==> src/logic/dio_defs.svh <==
`ifndef DIO_DEFS_SVH
`define DIO_DEFS_SVH
`define DIO_MPC_START 7'h4D
`define DIO_MPC_STOP 7'h4E
`define DIO_MR_LOW 6'h12
`define DIO_MR_HIGH 6'h13
`define DIO_MR_RUNTIME 6'h17
`define DIO_CLK_PERIOD_PS 40000
`define DIO_READOUT_NS 40
`define DIO_READOUT_MIN_NCK 8
`define DIO_READOUT_CYC (((`DIO_READOUT_NS * 1000 + `DIO_CLK_PERIOD_PS - 1) / `DIO_CLK_PERIOD_PS) > `DIO_READOUT_MIN_NCK ? ((`DIO_READOUT_NS * 1000 + `DIO_CLK_PERIOD_PS - 1) / `DIO_CLK_PERIOD_PS) : `DIO_READOUT_MIN_NCK)
`define DIO_MATCH_RUN_NS 200
`define DIO_MATCH_RUN_CYC ((`DIO_MATCH_RUN_NS * 1000 + `DIO_CLK_PERIOD_PS - 1) / `DIO_CLK_PERIOD_PS)
`define DIO_CNT_MAX 16'hFFFF
`define DIO_A_CTRL 12'h000
`define DIO_A_STAT 12'h004
`define DIO_A_RUNTIME 12'h008
`define DIO_A_RESULT 12'h00C
`define DIO_A_IRQ_STAT 12'h010
`define DIO_A_IRQ_MASK 12'h014
`define DIO_CTRL_START 0
`define DIO_CTRL_STOP 1
`define DIO_CTRL_READ 2
`define DIO_IRQ_DONE 0
`define DIO_IRQ_OVF 1
`endif

==> src/logic/dio_pkg.sv <==
package dio_pkg;
   typedef enum logic [1:0] {DIO_OP_NONE, DIO_OP_MPC, DIO_OP_MRW, DIO_OP_MRR} dio_op_t;
endpackage

==> src/logic/dio_link_if.sv <==
`timescale 1ns/1ps
interface dio_link_if;
   dio_pkg::dio_op_t op;
   logic [6:0] opc;
   logic [5:0] ma;
   logic [7:0] wdata;
   logic [7:0] rdata;
   logic rvalid;
   modport ctl (output op, output opc, output ma, output wdata, input rdata, input rvalid);
   modport dev (input op, input opc, input ma, input wdata, output rdata, output rvalid);
endinterface

==> src/logic/dio_ctl.sv <==
`timescale 1ns/1ps
`include "dio_defs.svh"
module dio_ctl (
   input wire logic CLK_SYS,
   input wire logic RST,
   input wire logic PSEL,
   input wire logic PENABLE,
   input wire logic PWRITE,
   input wire logic [11:0] PADDR,
   input wire logic [31:0] PWDATA,
   output logic [31:0] PRDATA,
   output logic PREADY,
   output logic PSLVERR,
   output logic IRQ,
   dio_link_if.ctl LINK
);
   import dio_pkg::*;
   typedef enum logic [2:0] {S_IDLE, S_RUN, S_WAIT, S_RD_LO, S_RD_HI, S_RD_WAIT} dio_ctl_state_t;
   typedef struct packed {
      dio_ctl_state_t state;
      logic [7:0] rt;
      logic [15:0] result;
      logic [7:0] wcnt;
      logic busy;
      logic [1:0] irq_stat;
      logic [1:0] irq_mask;
      dio_op_t op;
      logic [6:0] opc;
      logic [5:0] ma;
      logic [7:0] wdata;
      logic rt_pend;
      logic [31:0] prdata;
   } dio_ctl_st_t;
   dio_ctl_st_t st_ff, nxt_st;
   logic wr, rd;
   // One decode for the register file, shared by the next-state and the bus output
   function automatic logic [31:0] reg_read(logic [11:0] a, dio_ctl_st_t s);
      logic [31:0] v;
      v = 32'h0000_0000;
      case (a)
         `DIO_A_STAT: v = {31'h0, s.busy};
         `DIO_A_RUNTIME: v = {24'h0, s.rt};
         `DIO_A_RESULT: v = {16'h0, s.result};
         `DIO_A_IRQ_STAT: v = {30'h0, s.irq_stat};
         `DIO_A_IRQ_MASK: v = {30'h0, s.irq_mask};
         default: v = 32'h0000_0000;
      endcase
      return v;
   endfunction
   logic [1:0] ev;
   assign wr = PSEL && PENABLE && PWRITE;
   assign rd = PSEL && PENABLE && !PWRITE;
   always_comb begin
      nxt_st = st_ff;
      ev = 2'b00;
      nxt_st.op = DIO_OP_NONE;
      if (st_ff.rt_pend) begin
         nxt_st.op = DIO_OP_MRW;
         nxt_st.ma = `DIO_MR_RUNTIME;
         nxt_st.wdata = st_ff.rt;
         nxt_st.rt_pend = 1'b0;
      end
      case (st_ff.state)
         S_IDLE: begin
            if (wr && PADDR == `DIO_A_CTRL && PWDATA[`DIO_CTRL_START] && !st_ff.rt_pend) begin
               nxt_st.op = DIO_OP_MPC;
               nxt_st.opc = `DIO_MPC_START;
               nxt_st.wcnt = 8'h00;
               nxt_st.busy = 1'b1;
               nxt_st.state = S_RUN;
            end
         end
         S_RUN: begin
            nxt_st.wcnt = st_ff.wcnt + 8'h01;
            if (st_ff.rt != 8'h00) begin
               if (st_ff.wcnt == st_ff.rt) begin // Device stopped itself
                  nxt_st.wcnt = 8'h00;
                  nxt_st.state = S_WAIT;
               end
            end else if (wr && PADDR == `DIO_A_CTRL && PWDATA[`DIO_CTRL_STOP]) begin
               nxt_st.op = DIO_OP_MPC;
               nxt_st.opc = `DIO_MPC_STOP;
               nxt_st.wcnt = 8'h00;
               nxt_st.state = S_WAIT;
            end
         end
         S_WAIT: begin
            nxt_st.wcnt = st_ff.wcnt + 8'h01;
            if (st_ff.wcnt >= 8'(`DIO_READOUT_CYC)) begin
               nxt_st.op = DIO_OP_MRR;
               nxt_st.ma = `DIO_MR_LOW;
               nxt_st.state = S_RD_LO;
            end
         end
         S_RD_LO: begin
            if (LINK.rvalid) begin
               nxt_st.result[7:0] = LINK.rdata;
               nxt_st.op = DIO_OP_MRR;
               nxt_st.ma = `DIO_MR_HIGH;
               nxt_st.state = S_RD_HI;
            end
         end
         S_RD_HI: begin
            if (LINK.rvalid) begin
               nxt_st.result[15:8] = LINK.rdata;
               nxt_st.busy = 1'b0;
               ev[`DIO_IRQ_DONE] = 1'b1;
               ev[`DIO_IRQ_OVF] = ({LINK.rdata, st_ff.result[7:0]} == `DIO_CNT_MAX);
               nxt_st.state = S_IDLE;
            end
         end
         default: nxt_st.state = S_IDLE;
      endcase
      if (wr && PADDR == `DIO_A_RUNTIME && st_ff.state == S_IDLE) begin
         nxt_st.rt = PWDATA[7:0];
         nxt_st.rt_pend = 1'b1;
      end
      if (wr && PADDR == `DIO_A_IRQ_MASK) begin
         nxt_st.irq_mask = PWDATA[1:0];
      end
      nxt_st.prdata = 32'h0000_0000;
      if (rd) begin
         nxt_st.prdata = reg_read(PADDR, st_ff);
      end
      // Set wins over read-clear
      if (rd && PADDR == `DIO_A_IRQ_STAT) begin
         nxt_st.irq_stat = ev;
      end else begin
         nxt_st.irq_stat = st_ff.irq_stat | ev;
      end
   end
   always_ff @(posedge CLK_SYS) begin
      if (RST) begin
         st_ff <= '0;
      end else begin
         st_ff <= nxt_st;
      end
   end
   // Read data taken combinationally so access completes in one cycle
   always_comb begin
      PRDATA = 32'h0000_0000;
      if (rd) begin
         PRDATA = reg_read(PADDR, st_ff);
      end
   end
   assign PREADY = 1'b1;
   assign PSLVERR = 1'b0;
   assign IRQ = |(st_ff.irq_stat & st_ff.irq_mask);
   assign LINK.op = st_ff.op;
   assign LINK.opc = st_ff.opc;
   assign LINK.ma = st_ff.ma;
   assign LINK.wdata = st_ff.wdata;
endmodule // dio_ctl

==> src/flat_wrapper.sv <==
// flat-port wrapper written by rule: the top's interface ports become plain ports
module dio_ctl_flat import dio_pkg::*;
  (CLK_SYS, RST, PSEL, PENABLE, PWRITE, PADDR, PWDATA, PRDATA, PREADY, PSLVERR, IRQ, LINK_op, LINK_opc, LINK_ma, LINK_wdata, LINK_rdata, LINK_rvalid);
  dio_link_if LINK_i ();
  input wire logic CLK_SYS;
  input wire logic RST;
  input wire logic PSEL;
  input wire logic PENABLE;
  input wire logic PWRITE;
  input wire logic [11:0] PADDR;
  input wire logic [31:0] PWDATA;
  output logic [31:0] PRDATA;
  output logic PREADY;
  output logic PSLVERR;
  output logic IRQ;
  output wire logic [$bits(LINK_i.op)-1:0] LINK_op;
  output wire logic [$bits(LINK_i.opc)-1:0] LINK_opc;
  output wire logic [$bits(LINK_i.ma)-1:0] LINK_ma;
  output wire logic [$bits(LINK_i.wdata)-1:0] LINK_wdata;
  input wire logic [$bits(LINK_i.rdata)-1:0] LINK_rdata;
  input wire logic [$bits(LINK_i.rvalid)-1:0] LINK_rvalid;
  assign LINK_op = LINK_i.op;
  assign LINK_opc = LINK_i.opc;
  assign LINK_ma = LINK_i.ma;
  assign LINK_wdata = LINK_i.wdata;
  assign LINK_i.rdata = LINK_rdata;
  assign LINK_i.rvalid = LINK_rvalid;
  dio_ctl u_core (.CLK_SYS(CLK_SYS), .RST(RST), .PSEL(PSEL), .PENABLE(PENABLE), .PWRITE(PWRITE), .PADDR(PADDR), .PWDATA(PWDATA), .PRDATA(PRDATA), .PREADY(PREADY), .PSLVERR(PSLVERR), .IRQ(IRQ), .LINK(LINK_i));
endmodule
==> config.mk <==
export PLATFORM = sky130hd
export DESIGN_NAME = dio_ctl_flat
export DESIGN_NICKNAME = d
export VERILOG_FILES = /design/src/logic/dio_pkg.sv /design/src/logic/dio_link_if.sv /design/src/logic/dio_ctl.sv /design/src/flat_wrapper.sv
export VERILOG_INCLUDE_DIRS = /design/src /design/src/logic
export SDC_FILE = /design/constraint.sdc
export NUM_CORES = 1
export LEC_CHECK = 0
export BUFFER_PORTS_ARGS = -buffer_cell sky130_fd_sc_hd__buf_4
export CORE_ASPECT_RATIO = 1.75
export CORE_MARGIN = 10
export CORE_UTILIZATION = 29
export DETAILED_ROUTE_END_ITERATION = 10
export SYNTH_ARGS = -nofsm -noshare
export SYNTH_HDL_FRONTEND = slang
export SYNTH_SLANG_ARGS = --single-unit
==> constraint.sdc <==
create_clock -name CLK_SYS -period 1.6 [get_ports CLK_SYS]
set_input_delay 0.16 -clock CLK_SYS [delete_from_list [all_inputs] [get_ports CLK_SYS]]
set_output_delay 0.16 -clock CLK_SYS [all_outputs]
set_load 0.02 [all_outputs]
-- Word-level counts from Yosys, hierarchy flattened
Cells that the tools add are included.
- mux-type cells: 33
- equal/unequal tests: 19
- add/subtract/negate cells: 1
- reductions and logical operators: 26
- magnitude comparators: 1
- bitwise operators: 2
- operator list (kind ; number):
    16-bit one-hot mux with 5 select lines ; 1
    9-bit 2-to-1 mux ; 4
    12-bit by 4-bit equality test with 1-bit output, second input constant ; 2
    12-bit by 5-bit equality test with 1-bit output, second input constant ; 2
    8-bit 2-to-1 mux ; 3
    8-bit one-hot mux with 3 select lines ; 1
    3-bit 2-to-1 mux ; 7
    16-bit equality test, second input constant ; 1
    16-bit 2-to-1 mux ; 1
    15-bit 2-to-1 mux ; 1
    3-bit one-hot mux with 5 select lines ; 1
    7-bit one-hot mux with 2 select lines ; 1
    12-bit by 3-bit equality test with 1-bit output, second input constant ; 1
    12-bit zero test ; 1
    2-bit 2-to-1 mux ; 6
    6-bit 2-to-1 mux ; 2
    6-bit one-hot mux with 2 select lines ; 1
    1-bit logical AND ; 11
    8-bit by 1-bit adder with 8-bit output, second input constant ; 1
    8-bit equality test ; 1
    8-bit by 4-bit greater-or-equal comparator with 1-bit output, second input constant ; 1
    2-bit one-hot mux with 4 select lines ; 1
    8-bit nonzero test ; 1
    3-bit by 2-bit equality test with 1-bit output, second input constant ; 2
    other kinds (19) ; 28
- word-level logic and storage cells: 95
- bits in registers: 64
- input bits: 58
- output and inout bits: 58

-- Depth between registers and ports, before layout
- depth after elaboration: 7
- depth in mapped cells: 7
- depth with buffers taken out: 6

-- Least setup slack after synthesis
Ideal clock, no wire load.
- path type: register to register
- start point: reg u_core.st_ff[87] in the netlist's numbering
- end point: reg u_core.st_ff (netlist bit u_core.LINK.op[0])
- data required time: 1.512 ns
- setup slack: -0.177 ns
- data arrival time: 1.689 ns
- cell stages (with the launch flop): 6
- clock period less this slack: 1.777 ns
- path through: dfxtp_1 nor4_1 and2_2 a31oi_1 or4_4 a311oi_2
- cells in the longest elaborated chain, start to end: 3
- ends and longest elaborated chain (what ; RTL line ; text):
    start: declaration ; dio_ctl.sv:34 ; dio_ctl_st_t st_ff, nxt_st;
    start signal: assignment ; dio_ctl.sv:136 ; st_ff <= nxt_st;
    8-bit nonzero test ; dio_ctl.sv:75 ; if (st_ff.rt != 8'h00) begin
    9-bit 2-to-1 mux ; dio_ctl.sv:75 ;
    2-bit one-hot mux with 4 select lines ; dio_ctl.sv:63 ; case (st_ff.state)
Every way passes these cells. The select of a mux whose other input is x is not followed.
A chain may end at the register's enable or synchronous reset.

-- Worst setup path after layout
- start point: reg u_core.st_ff[86] in the netlist's numbering
- end point: reg u_core.st_ff[63] in the netlist's numbering
- cells in the longest elaborated chain, start to end: 4
- elaborated cells on any way between the ends: 5
- those cells by class: 1 x eq/ne; 3 x mux; 1 x reduce/logical
- ends and longest elaborated chain (what ; RTL line ; text):
    8-bit equality test ; dio_ctl.sv:76 ; if (st_ff.wcnt == st_ff.rt) begin
    8-bit 2-to-1 mux ; dio_ctl.sv:76 ;
    8-bit 2-to-1 mux * ; dio_ctl.sv:75 ;
    8-bit one-hot mux with 3 select lines * ; dio_ctl.sv:63 ;
Mark *: on every way between the ends. The rest lies on a longest branch, timed or not.

==> results.toml <==
[die]
die-area_mm2 = 0.01629
start_util_pct = 29.73
die-height_um = 161.5
die_w_um = 100.9
core-area_mm2 = 0.01117
rows = 51
io_pins = 116

[timing]
hold_ws_ns = 0.07952
fin_crit_ns = 1.780
grt_setup_unrepaired = "yes"
fin_skew_ns = 0.003485
finalWorstSetupSlack_ns = -0.1799
max_freq_ghz = 0.5618
period_share_pct = 111.2
drv_slew = 0
finalSetupTns_ns = -2.157
finalSetupViolations = 33
final-hold-violation-count = 0

[power_and_ir_drop]
ir_drop_uv = 457.5
power.leakage_nw = 1.989
power_density_mw_per_mm2 = 743.2
power.total_w = 0.003604

[setup_path]
critPathArrivalTime_ns = 2.02
worstPathRequired_ns = 1.84
critPathMaxStageDelay_ns = 0.41
timing.rr.start = "u_core.st_ff[86]"
cp-end-kind = "flip-flop"
setup.worst_path.class = "reg -> reg"
reg2reg_slack_ns = -0.18
slowest_stage = "or4_1"
path_cells = "nor4_4, and2_4, nor4_4, or2_1, or4_1, a211oi_2"
critPathLaunchType = "flip-flop"
reg2reg_depth = 6
cp_common_cell = "nor4_4"
r2r-end = "u_core.st_ff[63]"
crit_start = "u_core.st_ff[86]"
cp-endpoint = "u_core.st_ff[63]"
critPathMaxFanout = 4

[detailed_routing]
routed_wl_um = 10220
drc = 0
vias = 3034
drt_first_pass_iters = 4
ant_nets = 0
viasPerCell = 4.801
drt-initial-drc-count = 81
wl_per_cell_um = 16.17

[placement]
gp_congestion = 0.8803
port_buffers = 71
post-place-cells = 611
place_ws_ns = -0.3521
place_hpwl_um = 7936

[yosys]
yosysMostFrequentCell = "dfxtp_1"
synth_area_leader_cell = "dfxtp_1"
syn_area_mm2 = 0.003319
ys_top_cells_by_count = "60 x dfxtp_1, 58 x buf_4, 57 x nand2_1"
avgSynthCellArea_um2 = 8.237
ys_types = 52
synthTopCellsByArea = "dfxtp_1 36%, buf_4 13%, mux2i_1 7.5%"
yosys_warnings = 0
synthCells = 403
async_flop_share_pct = 0
synth_top_cell_area_share_pct = 36.19
ys_seq_elements = 60
synth_ff_type = "dfxtp_1"
synth_edf_count = 0
ys_seq_area_share_pct = 36.19

[grt]
grt_usage_pct = 12.27
grt_max_degree = 37
grt_pass1_vias = 3130
grt_overflow = 0
grt_pass1_wl_um = 15960
antenna_found_initial = 0

[cts]
cts_made_buffers = 9
cts_hold_buf = 0
clk_pin_slew_worst_paths_ns = 0.05
cts_tree = "yes"
cts-htree-levels = 3
cts_root_buf = "clkbuf_16"
insertion_delay_ns = 0.32
clock-sinks = 60
cts_buffer_depth = 2

[layout]
drive_gt1_share_pct = 45.00
nNetsFinal = 557
n_antenna_cell = 0
seqCellArea_mm2 = 0.001219
stdcell_count = 632
syn2layout_area_growth_pct = 46.10
filler_cell_count = 1051
multi_input_area_mm2 = 0.002011

[run]
drv_cap = 0

[status]
violations = "setup timing"
status = "finished, violations left"

[worst_hold_path]
hp-class = "in -> reg"
hold-path-cell-count = 3
-- per-layer routing --
layer  global-route usage [%]  vias to the layer above  part of all wire [%]
li1                         -                     1485                     -
met1                    11.17                     1428                    34
met2                    22.42                       94                    55
met3                    3.545                       27                   6.7
met4                    8.129                        0                   4.7
met5                        0                        -                     0
-- flip-flops by register name (all words and copies together), names as in the netlist --
name               count
u_core.LINK.wdata      8
u_core.LINK.opc        3
u_core.LINK.ma         6
u_core.LINK.op         2
u_core.st_ff          41
-- timing repair --
item,CTS,global route
setup endpoints to repair,37,49
hold endpoints to repair,0,0
pin swaps,29,14
setup buffers,6,0
cloned,0,1
resized for setup,84,28
-- cells in the final DEF (no fill, tap or decap), types with 3 or more instances in the layout --
master | synthesis | final
mux2i_1 | 25 | 25
nand3_1 | 6 | 5
a21oi_2 | 0 | 3
xnor2_1 | 10 | 6
nor2_4 | 0 | 8
dfxtp_1 | 60 | 50
and3_4 | 0 | 3
buf_6 | 2 | 27
or3_1 | 5 | 4
and2_4 | 0 | 10
a21oi_1 | 30 | 27
clkbuf_16 | 0 | 9
nand2_1 | 57 | 53
nor3_2 | 0 | 6
buf_4 | 58 | 110
dfxtp_2 | 0 | 8
o21ai_0 | 7 | 7
nand4_1 | 5 | 5
conb_1 | 2 | 20
and3_1 | 7 | 4
nor4_4 | 1 | 5
nand3b_1 | 3 | 3
xnor2_2 | 0 | 3
inv_1 | 5 | 5
nor2_1 | 38 | 28
nor3_1 | 11 | 4
nor2b_1 | 5 | 5
-- metrics by stage --
step	util, %	instance area [um^2]
finish	43.43	4850
global route	43.43	4850
CTS	42.16	4708
detailed placement	36.22	4045
global placement	36.22	4045
floorplan	-	3420
-- layout make-up --
type | instances | share of cell area, %
Multi-Input combinational cell | 283 | 41.46
Clock buffer | 12 | 5.289
Timing Repair Buffer | 138 | 23.61
Clock inverter | 2 | 0.7224
Inverter | 5 | 0.3870
Sequential cell | 60 | 25.13
Tap cell | 132 | 3.406
-- worst max-delay path: cells and delay by family (launching register included) --
kind / cells / cell delay [ns]
compound gates: 1 / 0.18
simple gates: 5 / 1.16
flops: 1 / 0.36
-- power breakdown --
part           internal [W]  switching (W)
Clock               0.00127       0.000621
Combinational     0.0000884       0.000134
Sequential          0.00149   0.0000000187
Total               0.00285       0.000755
-- cells by family (layout without fill, tap and decap cells) --
family / count (synthesis) / in the layout / share of synthesized area, %
adder cells (fa/ha/maj): 2 / 2 / 0.7537
other: 2 / 20 / 0.2262
multiplexers: 26 / 26 / 8.217
flip-flops: 60 / 60 / 36.19
AO/OA/AOI/OAI: 53 / 53 / 9.499
AND/OR/NAND/NOR: 172 / 172 / 26.01
XOR/XNOR: 10 / 10 / 2.638
buffers and inverters: 78 / 157 / 16.47
-- how the worst min path moves through the flow --
| stage | startpoint | end | slack (ns) |
|---|---|---|---|
| 4_1_cts | PWDATA[2] | u_core.st_ff[87] | 0.08 |
| 2_1_floorplan | LINK_rdata[0] | u_core.st_ff[77] | 0.30 |
| 3_5_place_dp | PWDATA[4] | u_core.st_ff[89] | 0.41 |
| 6_report | PWDATA[4] | u_core.st_ff[89] | 0.08 |
| 3_3_place_gp | PWDATA[4] | u_core.st_ff[89] | 0.40 |
| 5_1_grt | PWDATA[2] | u_core.st_ff[87] | 0.08 |
No activity file was read; power rests on OpenSTA's default activity.
